$ cat config.mk
export PLATFORM = sky130hd
export DESIGN_NAME = cdx_exec
export DESIGN_NICKNAME = d
export VERILOG_FILES = /design/src/hw/cdx_pkg.sv /design/src/hw/cdx_alu_if.sv /design/src/hw/cdx_alu.sv /design/src/hw/cdx_exec.sv
export VERILOG_INCLUDE_DIRS = /design/src /design/src/hw
export SDC_FILE = /design/constraint.sdc
export NUM_CORES = 1
export LEC_CHECK = 0
export ABC_CLOCK_PERIOD_IN_PS = 2300
export BUFFER_PORTS_ARGS = -buffer_cell sky130_fd_sc_hd__buf_2
export CAP_MARGIN = 25
export CORE_MARGIN = 4
export CORE_UTILIZATION = 51
export CTS_CLUSTER_SIZE = 30
export DETAILED_ROUTE_END_ITERATION = 10
export PLACE_DENSITY_LB_ADDON = 0.1
export SYNTH_ARGS = -nofsm -noshare
export SYNTH_HDL_FRONTEND = slang
export SYNTH_SLANG_ARGS = --single-unit
$ cat constraint.sdc
create_clock -name i_clk_sys -period 2.3 [get_ports i_clk_sys]
set_clock_uncertainty 0.1 [all_clocks]
set_input_delay 0.46 -clock i_clk_sys [delete_from_list [all_inputs] [get_ports i_clk_sys]]
set_output_delay 0.46 -clock i_clk_sys [all_outputs]
set_load 0.01 [all_outputs]
$ cat src/hw/cdx_cfg.svh
// Constants for the complement / decrement execution slice.
`ifndef CDX_CFG_SVH
`define CDX_CFG_SVH

// Widths
`define CDX_DATA_W 8
`define CDX_INSTR_W 12
`define CDX_FADDR_W 5
`define CDX_OPC_W 6

// Instruction word fields
`define CDX_OPC_HI 11
`define CDX_OPC_LO 6
`define CDX_DEST_BIT 5
`define CDX_FADDR_HI 4
`define CDX_FADDR_LO 0

// Opcode field values (bits 11:6)
`define CDX_OPC_COMPLEMENT 6'h09
`define CDX_OPC_DECREMENT 6'h03

// Destination select values
`define CDX_DEST_ACC 1'h0
`define CDX_DEST_FILE 1'h1

// Arithmetic constants
`define CDX_DEC_STEP 8'h01
`define CDX_BYTE_ZERO 8'h00

// Reset values
`define CDX_RST_ACC 8'h00
`define CDX_RST_ZERO 1'h0
`define CDX_RST_INSTR 12'h000
`define CDX_RST_FADDR 5'h00

// Timing: one instruction cycle spans several system clocks
`define CDX_CLK_NS 50
`define CDX_ICYC_NS 200
`define CDX_PHASES ((`CDX_ICYC_NS + `CDX_CLK_NS - 1) / `CDX_CLK_NS)
`define CDX_PHASE_W 2
`define CDX_PHASE_LAST 2'((`CDX_PHASES) - 1)
`define CDX_PHASE_ZERO 2'h0
`define CDX_PHASE_STEP 2'h1

`endif

$ cat src/hw/cdx_pkg.sv
// Types shared by the complement / decrement execution slice.
`include "cdx_cfg.svh"

package cdx_pkg;
    typedef logic [`CDX_DATA_W-1:0] cdx_byte_t;
    typedef logic [`CDX_INSTR_W-1:0] cdx_instr_t;
    typedef logic [`CDX_FADDR_W-1:0] cdx_faddr_t;
    typedef logic [`CDX_OPC_W-1:0] cdx_opc_t;
    typedef logic [`CDX_PHASE_W-1:0] cdx_phase_t;

    // Operation chosen by the decoder
    typedef enum logic [1:0] {
        CDX_OP_NONE,
        CDX_OP_COMPLEMENT,
        CDX_OP_DECREMENT
    } cdx_op_t;

    // Sequencer states, one per phase of an instruction cycle
    typedef enum logic [1:0] {
        CDX_ST_IDLE,
        CDX_ST_READ,
        CDX_ST_EXEC,
        CDX_ST_WRITE
    } cdx_state_t;
endpackage

$ cat src/hw/cdx_alu_if.sv
// Interface between the sequencer and the arithmetic unit.
`timescale 1ns/1ns

interface cdx_alu_if;
    import cdx_pkg::*;
    logic calc_en;
    cdx_op_t op;
    cdx_byte_t operand;
    cdx_byte_t result;
    logic zero;

    modport core (output calc_en, output op, output operand, input result, input zero);
    modport alu (input calc_en, input op, input operand, output result, output zero);
endinterface

$ cat src/hw/cdx_alu.sv
// Registered arithmetic unit: complement or decrement one byte.
`timescale 1ns/1ns
`include "cdx_cfg.svh"

module cdx_alu (
    // Clock and reset
    input wire logic i_clk_sys,
    input wire logic i_sys_rst,
    // Sequencer side
    cdx_alu_if.alu alu
);
    import cdx_pkg::*;

    cdx_byte_t result_nxt;

    // Next result; an unknown op passes the operand untouched
    always_comb begin
        case (alu.op)
            CDX_OP_COMPLEMENT: result_nxt = ~alu.operand;
            CDX_OP_DECREMENT: result_nxt = alu.operand - `CDX_DEC_STEP;
            default: result_nxt = alu.operand;
        endcase
    end

    // Result and zero test are held until the next calculation
    always_ff @(posedge i_clk_sys) begin
        if (i_sys_rst) begin
            alu.result <= `CDX_BYTE_ZERO;
            alu.zero <= `CDX_RST_ZERO;
        end else if (alu.calc_en) begin
            alu.result <= result_nxt;
            alu.zero <= (result_nxt == `CDX_BYTE_ZERO);
        end
    end
endmodule

$ cat src/hw/cdx_exec.sv
// Execution slice for the complement-file and decrement-file instructions.
`timescale 1ns/1ns
`include "cdx_cfg.svh"

////////////////////////////////////////////////////////////////////////////////
module cdx_exec (
    // Clock and reset
    input wire logic i_clk_sys,
    input wire logic i_sys_rst,
    // Instruction from the decoder
    input wire cdx_pkg::cdx_instr_t i_instr,
    input wire logic i_instr_valid,
    output logic o_instr_ready,
    output logic o_cycle_start,
    output logic o_instr_foreign,
    // File register port
    output cdx_pkg::cdx_faddr_t o_fr_addr,
    output logic o_fr_re,
    input wire cdx_pkg::cdx_byte_t i_fr_rdata,
    output cdx_pkg::cdx_byte_t o_fr_wdata,
    output logic o_fr_we,
    // Working accumulator and zero flag
    output cdx_pkg::cdx_byte_t o_acc,
    output logic o_zero_flag,
    output logic o_zero_we,
    output logic o_done
);
    import cdx_pkg::*;

    ////////////////////////////////////////////////////////////////////////////
    // Declarations

    // Divider and sequencer
    cdx_phase_t phase_r;
    logic cyc_en;
    cdx_state_t state_r;
    cdx_state_t state_nxt;
    // Instruction held for the cycle, and its operand
    cdx_op_t op_r;
    logic dest_r;
    cdx_faddr_t faddr_r;
    cdx_byte_t operand_r;
    // Results held for the rest of the core
    cdx_byte_t acc_r;
    logic zero_r;
    // Decode of the word on offer
    cdx_op_t op_dec;
    logic take;

    cdx_alu_if alu_bus ();

    ////////////////////////////////////////////////////////////////////////////
    // Decoding

    // Opcode field to operation; shared by the accept path and the foreign flag
    function automatic cdx_op_t decode_op(input cdx_instr_t instr);
        cdx_opc_t opc;
        opc = instr[`CDX_OPC_HI:`CDX_OPC_LO];
        if (opc == `CDX_OPC_COMPLEMENT) begin
            decode_op = CDX_OP_COMPLEMENT;
        end else if (opc == `CDX_OPC_DECREMENT) begin
            decode_op = CDX_OP_DECREMENT;
        end else begin
            decode_op = CDX_OP_NONE;
        end
    endfunction

    // Decode of the word on offer; latched only when taken
    assign op_dec = decode_op(i_instr);

    ////////////////////////////////////////////////////////////////////////////
    // Instruction cycle divider

    // The core runs one instruction per four system clocks; the divider
    // gives a one-clock enable at the boundary instead of a second clock
    always_ff @(posedge i_clk_sys) begin
        if (i_sys_rst) begin
            phase_r <= `CDX_PHASE_ZERO;
        end else if (phase_r == `CDX_PHASE_LAST) begin
            phase_r <= `CDX_PHASE_ZERO;
        end else begin
            phase_r <= phase_r + `CDX_PHASE_STEP;
        end
    end

    // Boundary pulse, last phase of each instruction cycle
    assign cyc_en = (phase_r == `CDX_PHASE_LAST);
    assign o_cycle_start = cyc_en;

    // A word is taken only on the boundary and only if it is ours;
    // foreign opcodes are left to the rest of the core
    assign take = cyc_en && i_instr_valid && (state_r == CDX_ST_IDLE)
        && (op_dec != CDX_OP_NONE);

    ////////////////////////////////////////////////////////////////////////////
    // Sequencer

    // The walk read, exec, write fills exactly the three clocks between two
    // boundaries, so an instruction never spills into the next cycle
    always_comb begin
        state_nxt = state_r;
        case (state_r)
            CDX_ST_IDLE: begin
                if (take) begin
                    state_nxt = CDX_ST_READ;
                end
            end
            CDX_ST_READ: begin
                state_nxt = CDX_ST_EXEC;
            end
            CDX_ST_EXEC: begin
                state_nxt = CDX_ST_WRITE;
            end
            CDX_ST_WRITE: begin
                state_nxt = CDX_ST_IDLE;
            end
            default: begin
                state_nxt = CDX_ST_IDLE;
            end
        endcase
    end

    // State register
    always_ff @(posedge i_clk_sys) begin
        if (i_sys_rst) begin
            state_r <= CDX_ST_IDLE;
        end else begin
            state_r <= state_nxt;
        end
    end

    ////////////////////////////////////////////////////////////////////////////
    // Instruction latch

    // Operation, destination and address are held for the whole cycle so the
    // decoder may move on to its next word at once
    always_ff @(posedge i_clk_sys) begin
        if (i_sys_rst) begin
            op_r <= CDX_OP_NONE;
            dest_r <= `CDX_DEST_ACC;
            faddr_r <= `CDX_RST_FADDR;
        end else if (take) begin
            op_r <= op_dec;
            dest_r <= i_instr[`CDX_DEST_BIT];
            faddr_r <= i_instr[`CDX_FADDR_HI:`CDX_FADDR_LO];
        end
    end

    ////////////////////////////////////////////////////////////////////////////
    // Operand fetch

    // Read data is sampled at the end of the read phase; the file port
    // must answer combinationally within that one clock
    always_ff @(posedge i_clk_sys) begin
        if (i_sys_rst) begin
            operand_r <= `CDX_BYTE_ZERO;
        end else if (state_r == CDX_ST_READ) begin
            operand_r <= i_fr_rdata;
        end
    end

    ////////////////////////////////////////////////////////////////////////////
    // Arithmetic unit

    assign alu_bus.calc_en = (state_r == CDX_ST_EXEC);
    assign alu_bus.op = op_r;
    assign alu_bus.operand = operand_r;

    cdx_alu u_alu (
        .i_clk_sys(i_clk_sys),
        .i_sys_rst(i_sys_rst),
        .alu(alu_bus)
    );

    ////////////////////////////////////////////////////////////////////////////
    // Result routing

    // Accumulator takes the result only when the file is not the target
    always_ff @(posedge i_clk_sys) begin
        if (i_sys_rst) begin
            acc_r <= `CDX_RST_ACC;
        end else if ((state_r == CDX_ST_WRITE) && (dest_r == `CDX_DEST_ACC)) begin
            acc_r <= alu_bus.result;
        end
    end

    // Zero flag is the only status bit this slice touches
    always_ff @(posedge i_clk_sys) begin
        if (i_sys_rst) begin
            zero_r <= `CDX_RST_ZERO;
        end else if (state_r == CDX_ST_WRITE) begin
            zero_r <= alu_bus.zero;
        end
    end

    ////////////////////////////////////////////////////////////////////////////
    // Outputs

    // Ready handshake output is combinational from the state
    assign o_instr_ready = (state_r == CDX_ST_IDLE);
    // Foreign words are flagged so the rest of the core knows to run them
    assign o_instr_foreign = cyc_en && i_instr_valid && (op_dec == CDX_OP_NONE);
    // The file port has only this one clock to answer the read
    assign o_fr_re = (state_r == CDX_ST_READ);
    // Same address is used for the read and the write back
    assign o_fr_addr = faddr_r;
    assign o_fr_wdata = alu_bus.result;
    // No file write at all when the accumulator is the target
    assign o_fr_we = (state_r == CDX_ST_WRITE) && (dest_r == `CDX_DEST_FILE);
    // Both ops update the zero flag, so its strobe is the write clock
    assign o_zero_we = (state_r == CDX_ST_WRITE);
    assign o_done = (state_r == CDX_ST_WRITE);
    // Data outputs come straight from their flops
    assign o_acc = acc_r;
    assign o_zero_flag = zero_r;
endmodule

# Word level (Yosys, flattened, before mapping)
# Index checks and enable logic that the tools add are counted.
[op_classes]
addsub = 2
multipliers = 0
div = 0
order_cmp = 0
eq_ne = 9
shifts = 0
muxes = 5
n_bitwise = 2
n_reduce_logical = 11
[op_table]
columns = ["op", "n"]
rows = [
  ["$pmux W8 S2", 1],
  ["$eq A2 B2 Y1 const B", 4],
  ["$logic_not A8 Y1", 1],
  ["$not A8 Y8", 1],
  ["$pmux W2 S4", 1],
  ["$sub A8 B1 Y8 const B", 1],
  ["$eq A6 B2 Y1 const B", 1],
  ["$eq A6 B4 Y1 const B", 1],
  ["$logic_and A1 B1 Y1", 6],
  ["$mux W2", 3],
  ["$eq A2 B1 Y1 const B", 2],
  ["$logic_not A2 Y1", 2],
  ["$add A2 B1 Y2 const B", 1],
  ["$ne A2 B1 Y1 const B", 1],
  ["$reduce_bool A2 Y1", 1],
  ["$reduce_or A2 Y1", 1],
  ["$not A1 Y1", 1],
]
[totals]
ff_bits = 38
latchBits = 0
ramBits = 0
rom_bits = 0
inputBits = 23
out_inout_bits = 29
elab_cells = 39
mem_count = 0

# Depth between registers and ports, before layout
[logic_depth]
word_depth = 7
ltp_mapped = 9

# Cells and area by module
# Synthesis repeated with hierarchy kept, for this count alone.
[hier_totals]
hier_cells = 224
area_unflattened_um2 = 1966.9
[modules_own_cells]
columns = ["mod", "n_inst", "cells_per_inst", "area_each_um2", "seq_area_each_um2"]
rows = [
  ["cdx_exec", 1, 129, 1258.7, 580.6],
  ["cdx_alu", 1, 95, 708.2, 180.2],
]

# Worst setup path after synthesis
# OpenSTA, ideal clock, no wires.
[synth_timing]
kind = "register to register"
from = "reg op_r[0], in the netlist alu_bus.op[0]"
to = "reg u_alu.alu.zero"
setup_time_ns = 0.059
arrival_time_ns = 1.907
required_time_ns = 2.141
setup_slack_ns = 0.234
stages_incl_launch_ff = 8
path_buffers = 1
path_cell_list = "dfxtp_1 > inv_1 > ha_1 > buf_2 > o31a_1 > or4_1 > nor4_1 > a31o_1"
[synth_via]
elab_chain_cells = 3
[synth_lines]
columns = ["element", "line_no", "source"]
rows = [
  ["start: declaration", "cdx_exec.sv:39", "cdx_op_t op_r;"],
  ["start signal: assignment", "cdx_exec.sv:143", "op_r <= op_dec;"],
  ["$eq A2 B2 Y1 / $eq A2 B1 Y1 (equally long branches)", "cdx_alu.sv:18", "case (alu.op)"],
  ["$pmux W8 S2 *", "cdx_alu.sv:18", ""],
  ["$logic_not A8 Y1 (no line) *", "n/a", ""],
  ["end signal: assignment", "cdx_alu.sv:29", "alu.zero <= `CDX_RST_ZERO;"],
  ["end signal: assignment", "cdx_alu.sv:32", "alu.zero <= (result_nxt == `CDX_BYTE_ZERO);"],
  ["end: declaration", "cdx_alu_if.sv:13", "modport alu (input calc_en, input op, input operand, output result, output zero);"],
]
# Mark *: on every way between the ends. The rest lies on a longest branch, timed or not.
# A chain may end at the register's enable or synchronous reset.

# Worst setup path in the final report
# Ends and elaborated chain as after synthesis.

==> qor.csv <==
metric,value,unit
# hold bufs at CTS,0,
DR WL/cell,12.17,um
Synth Instances,202,
Worst-Skew Late Latency,0.33,ns
maximum fanout along the worst path,9,
CTS sink cnt,38,
CP Cell Sequence,"inv_1, ha_1, o31a_1, or4_1, nor4_1, a31o_1",
number of nets in the layout,286,
Worst Setup Start Kind,flop,
n_diodes,0,
outcome,"complete, no violations",
Total Neg Setup Slack,0,ns
worst hold start,i_fr_rdata[6],
Final Hold Vio Count,0,
dpl hpwl,2.854,mm
FMAX,0.4583,GHz
CTS tree,built,
Worst Tran Pin Value,0.5468,ns
largest stage delay on the critical path,0.50,ns
CTS Buffer Depth,2,
multi-input logic area,969.7,um^2
Mapped Nets,233,
first-pass GRT wire length,5.913,mm
gpl congestion,0.7957,
crit path max-delay cell type,or4_1,
synth warn,0,
Total GRT Usage,17.34,%
Slew headroom,63.55,%
initial DRC count,80,
Die Ht,67.71,um
Vias,1546,
number of global-route vias before repair,1314,
pwr dens,671.9,nW/um^2
Yosys reg bits,38,
unrepaired setup endpoints after global routing,no,
Worst Setup Path Type,flop to flop,
Final Max Tran Viols,0,
synth-to-layout area growth,19.96,%
Residual DRC,0,
Tcrit/Tclk final,94.88,%
CTS Root Buffer Type,clkbuf_4,
ys flop type,dfxtp_1,
drt total wl,3.664,mm
critical path endpoint category,flop,
largest net degree at the start of global routing,20,
peak supply drop,333.5,uV
die width,67.71,um
I/O Pins,52,
Fill cells,309,
Post-DRT Antenna Nets,0,
CTS HTree Levels,2,
CTS resizes,0,
antenna violations before repair,0,
fraction of layout cells with a size suffix above 1,27.06,%
Initial Utilization,53.64,%
postcts setup bufs,0,
row count,21,
Synth cell types,38,
Synth async-reset ratio,0,%
sequential area share after synthesis,41.84,%
core area,3390,um^2
1st-pass router iterations,4,
global route total overflow,0,
reg2reg start,alu_bus.op[0],
mean area per synthesized cell,9.000,um^2
crit path from,alu_bus.op[0],
worst hold path type,primary input to flop,
CTS buffer count,5,
min Tclk post-route,2.182,ns
CP Data Required Time,2.49,ns
MaxCap Viol Count,0,
P_leak,1.009,nW
"CTS clk-pin slew, worst paths",0.11,ns
synthesized area,1818,um^2
Power Total,1.465,mW
register area,760.7,um^2
worst endpoint data arrival time,2.37,ns
full die area,4584,um^2
final setup fails,0,
Post-synth EDFFs,0,
IO buf count,51,
Via density,5.136,
## critical path: cells and delay by family (launching register included)
| kind | cells | cell delay (ns) |
|---|---|---|
| and+or+nand+nor | 2 | 0.70 |
| AOI/OAI and AO/OA | 2 | 0.51 |
| adders and majority gates | 1 | 0.39 |
| DFF | 1 | 0.37 |
| buffers and inverters | 1 | 0.07 |
## cell type report
| cell class | count | share of cell area, % |
|---|---|---|
| flip-flops and latches | 38 | 34.88 |
| clock buffers | 5 | 1.721 |
| repair buffers | 58 | 14.11 |
| multi-input cells | 142 | 44.46 |
| clock inverters | 2 | 0.4590 |
| well taps | 46 | 2.639 |
| inverters | 10 | 1.721 |
## cells by family (layout without fill, tap and decap cells)
logic type / count (synthesis) / in the layout / synth area share [%]
DFF: 38 / 38 / 41.84
buffers and inverters: 22 / 75 / 4.818
xor gates and xnor gates: 1 / 1 / 0.4818
muxes: 28 / 28 / 15.42
adders and majority gates: 8 / 8 / 5.506
and+or+nand+nor: 77 / 77 / 20.92
AOI/OAI and AO/OA: 28 / 28 / 11.01
## metrics by stage
step | util, % | hold WS, ns | instance area, um^2 | instances | setup WS [ns]
after global placement | 62.94 | 0.3203 | 2133 | 294 | 0.2033
after global routing | 64.34 | 0.2367 | 2181 | 301 | 0.03171
after CTS | 64.34 | 0.2430 | 2181 | 301 | 0.1193
final | 64.34 | 0.2514 | 2181 | 301 | 0.1178
after floorplan | - | 0.3084 | 1818 | 202 | 0.2340
after detailed placement | 62.94 | 0.3226 | 2133 | 294 | 0.1535
## cells in the mapped netlist, drive strengths merged (2+ instances only)
cell    count  area, um^2
or3         2       12.51
nand2       9       33.78
dfxtp      38       760.7
a21oi       6       30.03
o211a       3       30.03
nor2       38       142.6
inv        10       37.54
clkbuf      8       30.03
buf         4       20.02
nand2b      4       25.02
a211oi      3       22.52
nor3        6       41.29
nor2b       3       18.77
a31oi       2       12.51
nor3b       5       37.54
ha          8       100.1
mux2i      28       280.3
nand3       2       10.01
o21ai       5       25.02
nor4        3       18.77
## layout by cell type, fill, tap and decap left out, types with 2 or more instances in the layout
master | Yosys | routed
nand2b_1 | 4 | 4
nor4_1 | 3 | 3
nor3_1 | 5 | 5
buf_4 | 1 | 7
inv_1 | 10 | 10
dfxtp_1 | 38 | 38
o21ai_0 | 5 | 5
mux2i_1 | 28 | 28
a211oi_1 | 3 | 3
nor2b_1 | 3 | 3
nand3_1 | 2 | 2
a21oi_1 | 6 | 6
a31oi_1 | 2 | 2
o211a_1 | 3 | 3
nand2_1 | 9 | 9
ha_1 | 8 | 8
nor3b_1 | 5 | 5
or3_1 | 2 | 2
nor2_1 | 38 | 38
clkinv_2 | 0 | 2
buf_2 | 1 | 51
clkbuf_4 | 0 | 5
## flip-flops by register name, summed over array words and instances (netlist names)
register          count
alu_bus.operand       8
state_r               2
dest_r                1
u_alu.alu.result      8
phase_r               2
o_fr_addr             5
o_zero_flag           1
o_acc                 8
u_alu.alu.zero        1
alu_bus.op            2
## report_power, final
part,switching [mW],internal [mW]
Sequential,0.0501,0.703
Clock,0.207,0.110
Combinational,0.214,0.182
## path summary, 6_finish.rpt
path                             end  slack [ns]  cells after the start
setup / recovery      u_alu.alu.zero        0.12                      6
hold / removal    alu_bus.operand[6]        0.25                      3
setup reg to reg      u_alu.alu.zero        0.12                      6
hold reg to reg           phase_r[0]        0.34                      1
## per-layer routing
metal	up-vias	GRT usage [%]	wire length, um
li1	808	-	-
met1	687	21.44	1697
met2	44	27.95	1671
met3	7	5.824	248
met4	0	6.076	46
met5	-	0	0
No activity file was read; power rests on OpenSTA's default activity.
